==> src/core/sbd_map.svh <==
// Register indices, field positions, reset values and counts
`ifndef SBD_MAP_SVH
`define SBD_MAP_SVH
`define SBD_IDX_STATUS 8'h50
`define SBD_IDX_DATA   8'h51
`define SBD_IDX_BAUD   8'h52
`define SBD_IDX_CTRL1  8'h53
`define SBD_IDX_CTRL2  8'h54
`define SBD_IDX_ERX    8'h55
`define SBD_IDX_ETX    8'h56
`define SBD_PSC_MSB    7
`define SBD_PSC_LSB    6
`define SBD_TX_MSB     5
`define SBD_TX_LSB     3
`define SBD_RX_MSB     2
`define SBD_RX_LSB     0
`define SBD_ST_TDRE    7
`define SBD_ST_TC      6
`define SBD_ST_RDRF    5
`define SBD_RST_STATUS 8'hC0
`define SBD_RST_BAUD   8'h00
`define SBD_RST_EXT    8'h00
`define SBD_RST_CTRL   8'h00
`define SBD_PSC_F0     4'h1
`define SBD_PSC_F1     4'h3
`define SBD_PSC_F2     4'h4
`define SBD_PSC_F3     4'hD
`define SBD_X16_LAST   4'hF
`define SBD_FIFO_DEPTH 4
`endif

==> src/core/sbd_pkg.sv <==
// Types and decode functions of the serial baud and data block
`include "sbd_map.svh"
package sbd_pkg;
    // Register selected by an APB address
    typedef enum logic [2:0] {
        SBD_R_STATUS = 3'b000,
        SBD_R_DATA   = 3'b001,
        SBD_R_BAUD   = 3'b010,
        SBD_R_CTRL1  = 3'b011,
        SBD_R_CTRL2  = 3'b100,
        SBD_R_ERX    = 3'b101,
        SBD_R_ETX    = 3'b110,
        SBD_R_NONE   = 3'b111
    } sbd_reg_e;

    // Word-aligned byte address to register
    function automatic sbd_reg_e sbd_decode(input logic [11:0] addr);
        sbd_reg_e r;
        r = SBD_R_NONE;
        if (addr[1:0] == 2'h0 && addr[11:10] == 2'h0) begin
            case (addr[9:2])
                `SBD_IDX_STATUS: r = SBD_R_STATUS;
                `SBD_IDX_DATA:   r = SBD_R_DATA;
                `SBD_IDX_BAUD:   r = SBD_R_BAUD;
                `SBD_IDX_CTRL1:  r = SBD_R_CTRL1;
                `SBD_IDX_CTRL2:  r = SBD_R_CTRL2;
                `SBD_IDX_ERX:    r = SBD_R_ERX;
                `SBD_IDX_ETX:    r = SBD_R_ETX;
                default:         r = SBD_R_NONE;
            endcase
        end
        return r;
    endfunction

    // First prescaler code to division factor
    function automatic logic [3:0] sbd_psc_factor(input logic [1:0] sel);
        logic [3:0] f;
        unique case (sel)
            2'b00: f = `SBD_PSC_F0;
            2'b01: f = `SBD_PSC_F1;
            2'b10: f = `SBD_PSC_F2;
            2'b11: f = `SBD_PSC_F3;
        endcase
        return f;
    endfunction
endpackage

==> src/core/sbd_fifo.sv <==
// Small valid/ready FIFO for transmit characters
module sbd_fifo #(
    parameter int WIDTH = 8,
    parameter int DEPTH = 4
) (
    input  wire logic             i_core_clk,
    input  wire logic             i_rst,
    input  wire logic             i_in_valid,
    output logic                  o_in_ready,
    input  wire logic [WIDTH-1:0] i_in_data,
    output logic                  o_out_valid,
    input  wire logic             i_out_ready,
    output logic [WIDTH-1:0]      o_out_data
);
    localparam int AW = (DEPTH > 1) ? $clog2(DEPTH) : 1;
    localparam int CW = $clog2(DEPTH + 1);

    logic [WIDTH-1:0] mem_q [DEPTH];     // Storage words
    logic [AW-1:0]    wr_q, wr_d;        // Write pointer
    logic [AW-1:0]    rd_q, rd_d;        // Read pointer
    logic [CW-1:0]    cnt_q, cnt_d;      // Fill level
    logic             push, pop;

    // Honest flags from the fill level
    assign o_in_ready  = (cnt_q != CW'(DEPTH));
    assign o_out_valid = (cnt_q != '0);
    assign o_out_data  = mem_q[rd_q];
    assign push        = i_in_valid && o_in_ready;
    assign pop         = o_out_valid && i_out_ready;

    // Pointer and level updates, wrapping at DEPTH
    always_comb begin
        wr_d  = wr_q;
        rd_d  = rd_q;
        cnt_d = cnt_q;
        if (push) begin
            wr_d = (wr_q == AW'(DEPTH - 1)) ? '0 : wr_q + 1'b1;
        end
        if (pop) begin
            rd_d = (rd_q == AW'(DEPTH - 1)) ? '0 : rd_q + 1'b1;
        end
        if (push && !pop) begin
            cnt_d = cnt_q + 1'b1;
        end else if (pop && !push) begin
            cnt_d = cnt_q - 1'b1;
        end
    end

    always_ff @(posedge i_core_clk or posedge i_rst) begin
        if (i_rst) begin
            wr_q  <= '0;
            rd_q  <= '0;
            cnt_q <= '0;
        end else begin
            wr_q  <= wr_d;
            rd_q  <= rd_d;
            cnt_q <= cnt_d;
        end
    end

    // Data words need no reset
    always_ff @(posedge i_core_clk) begin
        if (push) begin
            mem_q[wr_q] <= i_in_data;
        end
    end
endmodule

==> src/core/sbd_rate_div.sv <==
// Rate generator for one direction: prescaler, divisor, x16, extended
module sbd_rate_div (
    input  wire logic       i_core_clk,
    input  wire logic       i_rst,
    input  wire logic [1:0] i_psc_sel,
    input  wire logic [2:0] i_div_sel,
    input  wire logic [7:0] i_ext,
    output logic            o_sample_tick,
    output logic            o_bit_tick
);
    import sbd_pkg::*;

    logic [3:0] psc_f;                  // First prescale factor
    logic [7:0] div_f;                  // Power-of-two divisor
    logic [3:0] psc_q, psc_d;           // Prescale counter
    logic [6:0] dv_q, dv_d;             // Divisor counter
    logic [3:0] s16_q, s16_d;           // Divide-by-16 stage
    logic [7:0] ex_q, ex_d;             // Extended counter
    logic       psc_tick, smp, x16, ext_hit, bit_d;

    // Compare with >= so a smaller new setting never hangs a counter
    always_comb begin
        psc_f    = sbd_psc_factor(i_psc_sel);
        div_f    = 8'h01 << i_div_sel;
        psc_tick = psc_q >= (psc_f - 4'h1);
        smp      = psc_tick && ({1'b0, dv_q} >= (div_f - 8'h01));
        x16      = smp && (s16_q == `SBD_X16_LAST);
        ext_hit  = ex_q >= (i_ext - 8'h01);
        // Zero keeps the conventional path
        bit_d    = (i_ext == 8'h00) ? x16 : (x16 && ext_hit);
        psc_d    = psc_tick ? 4'h0 : psc_q + 4'h1;
        dv_d     = dv_q;
        s16_d    = s16_q;
        ex_d     = ex_q;
        if (psc_tick) begin
            dv_d = smp ? 7'h00 : dv_q + 7'h01;
        end
        if (smp) begin
            s16_d = s16_q + 4'h1;
        end
        if (x16) begin
            ex_d = (ext_hit || i_ext == 8'h00) ? 8'h00 : ex_q + 8'h01;
        end
    end

    always_ff @(posedge i_core_clk or posedge i_rst) begin
        if (i_rst) begin
            psc_q         <= 4'h0;
            dv_q          <= 7'h00;
            s16_q         <= 4'h0;
            ex_q          <= 8'h00;
            o_sample_tick <= 1'b0;
            o_bit_tick    <= 1'b0;
        end else begin
            psc_q         <= psc_d;
            dv_q          <= dv_d;
            s16_q         <= s16_d;
            ex_q          <= ex_d;
            o_sample_tick <= smp;
            o_bit_tick    <= bit_d;
        end
    end

    // Helper: gaps between ticks, and whether settings held since
    logic [11:0] sgap_q;
    logic [23:0] bgap_q;
    logic        sseen_q, bseen_q, chg;
    logic [12:0] set_q;                 // Settings held at the last edge
    // Registered copy flags a new setting for exactly one cycle
    assign chg = ({i_psc_sel, i_div_sel, i_ext} != set_q);
    always_ff @(posedge i_core_clk or posedge i_rst) begin
        if (i_rst) begin
            sgap_q  <= 12'h000;
            bgap_q  <= 24'h000000;
            sseen_q <= 1'b0;
            bseen_q <= 1'b0;
            set_q   <= 13'h0000;
        end else begin
            sgap_q  <= o_sample_tick ? 12'h001 : sgap_q + 12'h001;
            bgap_q  <= o_bit_tick ? 24'h000001 : bgap_q + 24'h000001;
            sseen_q <= chg ? 1'b0 : (sseen_q || o_sample_tick);
            bseen_q <= chg ? 1'b0 : (bseen_q || o_bit_tick);
            set_q   <= {i_psc_sel, i_div_sel, i_ext};
        end
    end
endmodule

==> src/core/sbd_top.sv <==
// APB data and baud registers with transmit FIFO and rate generators
`include "sbd_map.svh"
module sbd_top #(
    parameter int FIFO_DEPTH = `SBD_FIFO_DEPTH
) (
    input  wire logic        i_core_clk,
    input  wire logic        i_rst,
    input  wire logic        i_psel,
    input  wire logic        i_penable,
    input  wire logic        i_pwrite,
    input  wire logic [11:0] i_paddr,
    input  wire logic [31:0] i_pwdata,
    output logic [31:0]      o_prdata,
    output logic             o_pready,
    output logic             o_pslverr,
    output logic [7:0]       o_tx_char,
    output logic             o_tx_char_valid,
    input  wire logic        i_tx_char_take,
    input  wire logic [7:0]  i_rx_char,
    input  wire logic        i_rx_char_valid,
    output logic             o_tx_sample_tick,
    output logic             o_tx_bit_tick,
    output logic             o_rx_sample_tick,
    output logic             o_rx_bit_tick,
    output logic [7:0]       o_ctrl1,
    output logic [7:0]       o_ctrl2
);
    import sbd_pkg::*;
    // Each register is one byte in the low end of its word;
    // read data bits 31:8 are always zero

    sbd_reg_e    sel;                  // Decoded register
    logic        acc;                  // Access phase seen
    logic        done;                 // Transfer completes this edge
    logic        prep;                 // Answer prepared this edge
    logic        stall;                // Data write blocked by full holding
    logic        pready_d, pslverr_d;
    logic [31:0] prdata_d;
    logic        pready_q, pslverr_q;
    logic [31:0] prdata_q;
    logic [7:0]  status;               // Live status byte

    logic [7:0]  baud_q, baud_d;       // Baud rate select
    logic [7:0]  erx_q, erx_d;         // Extended rx factor
    logic [7:0]  etx_q, etx_d;         // Extended tx factor
    logic [7:0]  c1_q, c1_d;           // Control one, plain storage
    logic [7:0]  c2_q, c2_d;           // Control two, plain storage

    logic [7:0]  txh_q, txh_d;         // Transmit holding register
    logic        txf_q, txf_d;         // Transmit holding full
    logic [7:0]  rxh_q, rxh_d;         // Receive holding register
    logic        rxf_q, rxf_d;         // Receive holding full
    logic        rd_clr;               // Data read empties rx holding

    logic        fi_ready, fo_valid, fo_pop;
    logic [7:0]  fo_data;
    logic [7:0]  txo_q, txo_d;         // Output stage character
    logic        txv_q, txv_d;         // Output stage valid

    // Bus decode; one wait state before every answer, more while a data write stalls
    // Registered answer keeps bus outputs on flops,
    // at the price of one extra cycle per transfer
    always_comb begin
        sel       = sbd_decode(i_paddr);
        acc       = i_psel && i_penable;
        done      = acc && pready_q;
        // Back-pressure: a data write waits while the holding is still full
        stall     = i_pwrite && sel == SBD_R_DATA && txf_q;
        prep      = acc && !pready_q && !stall;
        rd_clr    = prep && !i_pwrite && sel == SBD_R_DATA;
        pready_d  = prep;
        pslverr_d = prep && sel == SBD_R_NONE;
        prdata_d  = prdata_q;
        status    = 8'h00;
        status[`SBD_ST_TDRE] = !txf_q;
        status[`SBD_ST_TC]   = !txf_q && !fo_valid && !txv_q;
        status[`SBD_ST_RDRF] = rxf_q;
        if (prep && !i_pwrite) begin
            unique case (sel)
                SBD_R_STATUS: prdata_d = {24'h000000, status};
                SBD_R_DATA:   prdata_d = {24'h000000, rxh_q};
                SBD_R_BAUD:   prdata_d = {24'h000000, baud_q};
                SBD_R_CTRL1:  prdata_d = {24'h000000, c1_q};
                SBD_R_CTRL2:  prdata_d = {24'h000000, c2_q};
                SBD_R_ERX:    prdata_d = {24'h000000, erx_q};
                SBD_R_ETX:    prdata_d = {24'h000000, etx_q};
                SBD_R_NONE:   prdata_d = 32'h00000000;
            endcase
        end
    end

    always_ff @(posedge i_core_clk or posedge i_rst) begin
        if (i_rst) begin
            pready_q  <= 1'b0;
            pslverr_q <= 1'b0;
            prdata_q  <= 32'h00000000;
        end else begin
            pready_q  <= pready_d;
            pslverr_q <= pslverr_d;
            prdata_q  <= prdata_d;
        end
    end

    // Configuration writes take effect at the completing edge
    // Control bytes are plain storage in this block
    always_comb begin
        baud_d = baud_q;
        erx_d  = erx_q;
        etx_d  = etx_q;
        c1_d   = c1_q;
        c2_d   = c2_q;
        if (done && i_pwrite) begin
            case (sel)
                SBD_R_BAUD:  baud_d = i_pwdata[7:0];
                SBD_R_ERX:   erx_d  = i_pwdata[7:0];
                SBD_R_ETX:   etx_d  = i_pwdata[7:0];
                SBD_R_CTRL1: c1_d   = i_pwdata[7:0];
                SBD_R_CTRL2: c2_d   = i_pwdata[7:0];
                default:     baud_d = baud_q;  // Status and data elsewhere
            endcase
        end
    end

    always_ff @(posedge i_core_clk or posedge i_rst) begin
        if (i_rst) begin
            baud_q <= `SBD_RST_BAUD;
            erx_q  <= `SBD_RST_EXT;
            etx_q  <= `SBD_RST_EXT;
            c1_q   <= `SBD_RST_CTRL;
            c2_q   <= `SBD_RST_CTRL;
        end else begin
            baud_q <= baud_d;
            erx_q  <= erx_d;
            etx_q  <= etx_d;
            c1_q   <= c1_d;
            c2_q   <= c2_d;
        end
    end

    // Holding registers; an arriving character beats a clearing read
    // A full holding stalls the next data write instead of
    // dropping it, so no accepted character is lost
    always_comb begin
        txh_d = txh_q;
        txf_d = txf_q;
        rxh_d = rxh_q;
        rxf_d = rxf_q;
        if (txf_q && fi_ready) begin
            txf_d = 1'b0;
        end
        if (done && i_pwrite && sel == SBD_R_DATA) begin
            txh_d = i_pwdata[7:0];
            txf_d = 1'b1;
        end
        if (rd_clr) begin
            rxf_d = 1'b0;
        end
        // A second character while full is still stored: newest wins
        if (i_rx_char_valid) begin
            rxh_d = i_rx_char;
            rxf_d = 1'b1;
        end
    end

    always_ff @(posedge i_core_clk or posedge i_rst) begin
        if (i_rst) begin
            txh_q <= 8'h00;
            txf_q <= 1'b0;
            rxh_q <= 8'h00;
            rxf_q <= 1'b0;
        end else begin
            txh_q <= txh_d;
            txf_q <= txf_d;
            rxh_q <= rxh_d;
            rxf_q <= rxf_d;
        end
    end

    // Queue between holding register and outgoing shift path
    // Absorbs a burst of writes while the shifter is busy
    sbd_fifo #(
        .WIDTH (8),
        .DEPTH (FIFO_DEPTH)
    ) u_txq (
        .i_core_clk  (i_core_clk),
        .i_rst       (i_rst),
        .i_in_valid  (txf_q),
        .o_in_ready  (fi_ready),
        .i_in_data   (txh_q),
        .o_out_valid (fo_valid),
        .i_out_ready (fo_pop),
        .o_out_data  (fo_data)
    );

    // Registered output stage; shift path takes with i_tx_char_take
    always_comb begin
        fo_pop = fo_valid && (!txv_q || i_tx_char_take);
        txo_d  = txo_q;
        txv_d  = txv_q;
        if (fo_pop) begin
            txo_d = fo_data;
            txv_d = 1'b1;
        end else if (i_tx_char_take) begin
            txv_d = 1'b0;
        end
    end

    always_ff @(posedge i_core_clk or posedge i_rst) begin
        if (i_rst) begin
            txo_q <= 8'h00;
            txv_q <= 1'b0;
        end else begin
            txo_q <= txo_d;
            txv_q <= txv_d;
        end
    end

    // Independent generators per direction, shared prescale code
    // Separate counters: a new tx divisor never
    // disturbs a character arriving on the rx side
    sbd_rate_div u_txrate (
        .i_core_clk    (i_core_clk),
        .i_rst         (i_rst),
        .i_psc_sel     (baud_q[`SBD_PSC_MSB:`SBD_PSC_LSB]),
        .i_div_sel     (baud_q[`SBD_TX_MSB:`SBD_TX_LSB]),
        .i_ext         (etx_q),
        .o_sample_tick (o_tx_sample_tick),
        .o_bit_tick    (o_tx_bit_tick)
    );

    // Receive side: own divisor field and extended factor
    sbd_rate_div u_rxrate (
        .i_core_clk    (i_core_clk),
        .i_rst         (i_rst),
        .i_psc_sel     (baud_q[`SBD_PSC_MSB:`SBD_PSC_LSB]),
        .i_div_sel     (baud_q[`SBD_RX_MSB:`SBD_RX_LSB]),
        .i_ext         (erx_q),
        .o_sample_tick (o_rx_sample_tick),
        .o_bit_tick    (o_rx_bit_tick)
    );

    // Outputs straight from flops, free of decode glitches
    assign o_prdata        = prdata_q;
    assign o_pready        = pready_q;
    assign o_pslverr       = pslverr_q;
    assign o_tx_char       = txo_q;
    assign o_tx_char_valid = txv_q;
    assign o_ctrl1         = c1_q;
    assign o_ctrl2         = c2_q;
endmodule

==> config.mk <==
export PLATFORM = sky130hd
export DESIGN_NAME = sbd_top
export DESIGN_NICKNAME = d
export VERILOG_FILES = /design/src/core/sbd_pkg.sv /design/src/core/sbd_fifo.sv /design/src/core/sbd_rate_div.sv /design/src/core/sbd_top.sv
export VERILOG_INCLUDE_DIRS = /design/src /design/src/core
export SDC_FILE = /design/constraint.sdc
export NUM_CORES = 1
export LEC_CHECK = 0
export ABC_AREA = 0
export BUFFER_PORTS_ARGS = -buffer_cell sky130_fd_sc_hd__buf_2
export CAP_MARGIN = 25
export CELL_PAD_IN_SITES_DETAIL_PLACEMENT = 0
export CELL_PAD_IN_SITES_GLOBAL_PLACEMENT = 1
export CORE_MARGIN = 2
export CORE_UTILIZATION = 30
export DETAILED_ROUTE_END_ITERATION = 16
export HOLD_SLACK_MARGIN = 0.08
export MAX_ROUTING_LAYER = met4
export PLACE_DENSITY = 0.59
export SLEW_MARGIN = 10
export SYNTH_ARGS = -nofsm -noshare
export SYNTH_HDL_FRONTEND = slang
export SYNTH_SLANG_ARGS = --single-unit
==> constraint.sdc <==
create_clock -name i_core_clk -period 5.9 [get_ports i_core_clk]
set_clock_uncertainty 0.2 [all_clocks]
set_input_delay 1.475 -clock i_core_clk [delete_from_list [all_inputs] [get_ports i_core_clk]]
set_output_delay 1.475 -clock i_core_clk [all_outputs]
set_load 0.01 [all_outputs]
Word level (Yosys, flattened, before mapping). Memories as Yosys holds them, arrays and structs flattened. A register that Yosys moved wholly into a read port is not among the register bits. Index checks and enable logic that the tools add are counted.

Memories: 1. Output and inout bits: 63. Bits in registers: 150. Bits in writable memories: 32. Word-level logic and storage cells: 152.

Equal/unequal tests: 22. Shifts and indexed selects: 2. Mux-type cells: 24. Reduce and logical (&&, ||, !) cells: 52. Add/subtract/negate cells: 17. Magnitude comparators: 6.

Memory list: u_txq.mem_q (words 4, bits a word 8, read ports 1, clocked after Yosys merged registers in 1, wr ports 1, line sbd_fifo.sv:18) `logic [WIDTH-1:0] mem_q [DEPTH];`.

Operators with widths (number): one-hot mux 32 bit (8 select lines) (1); == test 8 x 7 -> 1 bit (second input constant) (7); subtractor 8 x 1 -> 8 bit (second input constant) (4); logical AND 1 bit (25); one-hot mux 3 bit (7 select lines) (1); adder 4 x 1 -> 4 bit (second input constant) (4); adder 8 x 1 -> 8 bit (second input constant) (2); >= comparator 7 x 8 -> 1 bit (2); >= comparator 8 bit (2); logical NOT 8 bit (2); two-way mux 8 bit (2); one-hot mux 4 bit (4 select lines) (1); left shift 1 x 3 -> 8 bit (first input constant) (2); adder 7 x 1 -> 7 bit (second input constant) (2); two-way mux 7 bit (2); == test 3 bit (second input constant) (4); two-way mux 1 bit (10); AND reduction 2 bit (5); two-way mux 3 bit (3); == test 2 bit (second input constant) (4); == test 4 bit (second input constant) (2); >= comparator 4 bit (2); logical NOT 1 bit (8); two-way mux 4 bit (2); 14 further kinds (24).

Depth between registers and ports, before layout.
Depth after elaboration: 12. Gate-level depth with buffers: 14. Gate-level depth less buffers: 12.

Cells and area by module. Synthesis repeated with hierarchy kept, for this count alone.

Cells, all modules: 732. Area, all modules: 8952.3 um2.

By module, submodules not included: sbd_top (area an instance 3716.1 um2, seq. area each 1926.8 um2, cells an instance 284, instances 1); sbd_rate_div (area an instance 1816.7 um2, seq. area each 625.6 um2, cells an instance 184, instances 2); sbd_fifo (area an instance 1602.8 um2, seq. area each 1136.1 um2, cells an instance 80, instances 1).

Worst setup path before layout. OpenSTA, ideal clock, no wires.

Path kind: in2reg. From: input i_tx_char_take. To: register u_txq.cnt_q[1]. Arrival: 3038 ps. Stages on the path: 8. Path buffers: 1. Data required time: 5575 ps. Library setup time: 125 ps. Slack: 2537 ps. Cell sequence: inv_1 -> a21boi_1 -> buf_1 -> inv_1 -> ha_1 -> inv_1 -> fa_1 -> mux2_2.

Cells in the longest elaborated chain, start to end: 6. Elaborated cells between the ends (all ways): 8.

Ends and longest elaborated chain: start: declaration (line sbd_top.sv:18) `input wire logic i_tx_char_take,`; logical OR 1 bit (line sbd_top.sv:197) `fo_pop = fo_valid && (!txv_q || i_tx_char_take);`; logical AND 1 bit (line sbd_top.sv:197); logical AND 1 bit (line sbd_fifo.sv:29) `assign pop = o_out_valid && i_out_ready;`; logical NOT 1 bit (line sbd_fifo.sv:42) `if (push && !pop) begin`; logical AND 1 bit (line sbd_fifo.sv:42); two-way mux 3 bit (line sbd_fifo.sv:42); named net u_txq.cnt_d[1] (line sbd_fifo.sv:21) `logic [CW-1:0] cnt_q, cnt_d;`; end signal: assignment (line sbd_fifo.sv:57) `cnt_q <= cnt_d;`; end: declaration (line sbd_fifo.sv:21).

The timed path passes the listed nets, and every way through them passes these cells. A chain may end at the register's enable or synchronous reset.

Worst setup path after layout.
From: register etx_q[2]. To: register u_txrate.ex_q[0].

Cells in the longest elaborated chain, start to end: 4. Elaborated cells between the ends (all ways): 5.

Ends and longest elaborated chain: start: declaration (line sbd_top.sv:45) `logic [7:0] etx_q, etx_d;`; start signal: assignment (line sbd_top.sv:128) `` etx_q <= `SBD_RST_EXT; ``; start signal: assignment (line sbd_top.sv:134) `etx_q <= etx_d;`; subtractor 8 x 1 -> 8 bit (line sbd_rate_div.sv:28) `ext_hit = ex_q >= (i_ext - 8'h01);`; >= comparator 8 bit (line sbd_rate_div.sv:28); logical OR 1 bit (*) (line sbd_rate_div.sv:42) `ex_d = (ext_hit || i_ext == 8'h00) ? 8'h00 : ex_q + 8'h01;`; two-way mux 8 bit (*) (line sbd_rate_div.sv:42); end signal: assignment (line sbd_rate_div.sv:51) `ex_q <= 8'h00;`; end signal: assignment (line sbd_rate_div.sv:58) `ex_q <= ex_d;`; end: declaration (line sbd_rate_div.sv:18) `logic [7:0] ex_q, ex_d;`.

Every way passes the cells marked *; elsewhere a longest branch is shown, timed or not.

==> summary.txt <==
Global routing
  – First-pass GRT wire length: 33.72 mm
  – Tot GR Track Use: 14.25%
  – Grt total ovfl: 0
  – Largest net degree at the start of global routing: 84
  – Initial antenna violation count: 1
  – Vias in the first global route: 6048

Yosys
  – YS warnings: 0
  – Cell taking the most area after synthesis: dfrtp_1
  – Post-synthesis area per instance: 11.63 um2
  – Mapped Cells: 765
  – Most used flip-flop cell after synthesis: dfrtp_1
  – Register area share after synthesis: 48.51%
  – Top-count cell post-synth: dfrtp_1
  – Ranking of synthesized cells by area: dfrtp_1, edfxtp_1, ha_1, mux2_1, mux4_2
  – FFs w/ async S/R, synth: 80.72%
  – Yosys cell types: 73
  – Yosys top cell area share: 37.70%
  – #FFs+latches synth: 166
  – Post-synth EDFFs: 32
  – Synth cell count leaders: dfrtp_1, mux2_1, ha_1
  – Post-Syn Area: 8894 um2

Place
  – Post-DP HPWL: 14.61 mm
  – Cells after DPL: 1208
  – I/O Buffers: 73
  – Worst slack at placement: 1793 ps
  – Cell Area, Placed: 9594 um2
  – GPL Wtd Cong: 0.7351

Worst setup path
  – Critical path's top delay family: simple AND/OR/NAND/NOR gates
  – Crit-path cells: or4_4, nor4_1, xnor2_1, ha_1, and3_1, a221o_1, a211oi_2, and3_4, mux2_2
  – Startpoint Class: flop
  – Critical Path RT: 6060 ps
  – CP max-delay cell: a211oi_2
  – Critical Path AT: 3920 ps
  – Worst setup path class: reg2reg
  – Crit end category: flop
  – Worst-path fanout max: 13
  – WP buf/inv: 0
  – CP peak stage delay: 720 ps

Layout
  – Final net count: 956
  – Design Area, Final: 10180 um2
  – Layout cell share with drive strength beyond 1: 18.00%
  – Area growth, synth to finish: 14.43%
  – Non-filler cells, final: 1240
  – N_diodes: 0

Flow run
  – Max Cap Violations: 0

Timing
  – Crit share post-route: 63.71%
  – Max-slew violations: 0
  – Final setup vio count: 0
  – Max Clk Rate: 266.0 MHz
  – Final TNS setup: 0 ps
  – Least-Margin Pin Slew: 862.0 ps
  – Hold Violations, Final: 0
  – Worst setup margin: 2141 ps
  – Slew headroom: 42.41%
  – Post-route minimum period: 3759 ps
  – RSZ-0062 raised after global routing: no

Drt
  – DRC violations left: 0
  – Routed length on met3: 666 um
  – Met2 routed WL: 9.580 mm
  – Routed vias/inst: 4.844
  – Met1 WL: 9.905 mm
  – Drt initial violations: 382
  – Top Layer Used: met4
  – ANT nets after route: 0
  – Drt first pass iters: 4
  – Vias: 6007
  – Final WL: 20.31 mm
  – DR WL/cell: 16.38 um

Floorplan
  – Cell Rows: 63
  – Chip width: 176.2 um
  – Io pins: 122
  – Initial core utilization: 30.25%
  – Die ar.: 31040 um2
  – Core area: 29400 um2
  – Die Ht: 176.2 um

Clocking
  – Clock transition at path regs: 70 ps
  – CTS Hold Bufs: 0
  – Clk root buf: clkbuf_16
  – Clock sink count: 166
  – Htree depth: 4
  – TritonCTS clock tree: yes
  – Cts bufs inserted: 17
  – Clk Latency, worst-skew pair: 430 ps
  – Postcts setup bufs: 0
  – Post_cts resized: 0
  – Clock tree buffer depth: 2

Run status
  – Outcome: complete, no violations

Pwr
  – Peak supply drop: 152.9 uV
  – Pwr Density: 272.7 nW/um2
  – Pleak: 4.551 nW
  – Total power: 2.776 mW

Hold path
  – Hold WC Path Type: reg2reg
flip-flops by register name, indices dropped and copies added, names as in the netlist, 2 cells and up:
register / cells
u_txq.mem_q: 32
baud_q: 8
erx_q: 8
etx_q: 8
o_ctrl1: 8
o_ctrl2: 8
o_prdata: 8
o_tx_char: 8
rxh_q: 8
txh_q: 8
u_rxrate.ex_q: 8
u_txrate.ex_q: 8
u_rxrate.dv_q: 7
u_txrate.dv_q: 7
u_rxrate.psc_q: 4
u_rxrate.s16_q: 4
u_txrate.psc_q: 4
u_txrate.s16_q: 4
u_txq.cnt_q: 3
u_txq.rd_q: 2
u_txq.wr_q: 2
kinds of logic (layout without fill, tap and decap cells):
| group | count (synthesis) | in the layout | synth area share (%) |
|---|---|---|---|
| fa+ha+maj | 60 | 60 | 8.526 |
| buf+inv | 81 | 143 | 4.516 |
| xor+xnor | 29 | 29 | 2.856 |
| flops | 166 | 166 | 48.51 |
| mux | 91 | 91 | 12.58 |
| other cells | 1 | 24 | 0.04217 |
| compound gates | 128 | 128 | 9.539 |
| simple gates | 209 | 209 | 13.44 |
power breakdown:
| group | internal [mW] | switching [mW] |
|---|---|---|
| clock network | 0.567 | 0.541 |
| registers | 1.25 | 0.0832 |
| logic | 0.161 | 0.175 |
| total | 1.98 | 0.799 |
final cells by class:
| cell class | instances | area [um2] |
|---|---|---|
| Fill cell | 2999 | 19220 |
| Sequential cell | 166 | 4314 |
| Multi-Input combinational cell | 541 | 4264 |
| Tap cell | 390 | 488.0 |
| Clock buffer | 17 | 425.4 |
| Timing Repair Buffer | 77 | 395.4 |
| Clock inverter | 15 | 157.7 |
| Inverter | 34 | 132.6 |
worst paths after layout:
path	startpoint	endpoint	slack (ps)	cells after the start
hold reg to reg	u_txrate.s16_q[3]$_DFFE_PP0N_	u_txrate.s16_q[3]$_DFFE_PP0N_	270	1
setup reg to reg	etx_q[2]$_DFFE_PP0P_	u_txrate.ex_q[0]$_DFFE_PP0P_	2140	9
setup / recovery	etx_q[2]$_DFFE_PP0P_	u_txrate.ex_q[0]$_DFFE_PP0P_	2140	9
min in group asynchronous	i_rst	u_txrate.o_bit_tick$_DFF_PP0_	960	2
max in group asynchronous	i_rst	u_txrate.ex_q[7]$_DFFE_PP0P_	3600	3
hold / removal	u_txrate.s16_q[3]$_DFFE_PP0N_	u_txrate.s16_q[3]$_DFFE_PP0N_	270	1
per-layer routing:
metal / vias up / global-route usage, %
met2: 83 / 22.24
met1: 2997 / 19.61
met3: 15 / 2.670
met4: 0 / 2.479
li1: 2912 / -
met5: - / -
cells in the final DEF (no fill, tap or decap), types with 5 or more instances in the layout:
master and instances:
xnor2_1 19, clkbuf_16 17, ha_1 59, and3_1 6
edfxtp_1 32, inv_1 31, xor2_1 10, o21ai_0 27
nand4_1 13, or3_1 11, nand2_1 36, nor2b_1 7
mux2_1 63, o22ai_1 5, nor3_1 20, and2_1 10
o21ai_1 13, a21o_1 5, a21oi_1 26, buf_2 73
conb_1 24, mux4_2 9, nor2_1 38, mux2_2 13
dfrtp_1 134, nand3_1 30, inv_8 5, o211ai_1 5
nand2b_1 5, mux2i_1 6, a221oi_1 8
stage by stage:
stage	hold slack, ps	util (%)
2_1_floorplan	241.4	-
3_3_place_gp	259.7	32.63
3_5_place_dp	263.0	32.63
4_1_cts	277.2	34.61
5_1_grt	286.8	34.61
6_report	270.2	34.61
Note: power is estimated with default switching activity, not from simulation.
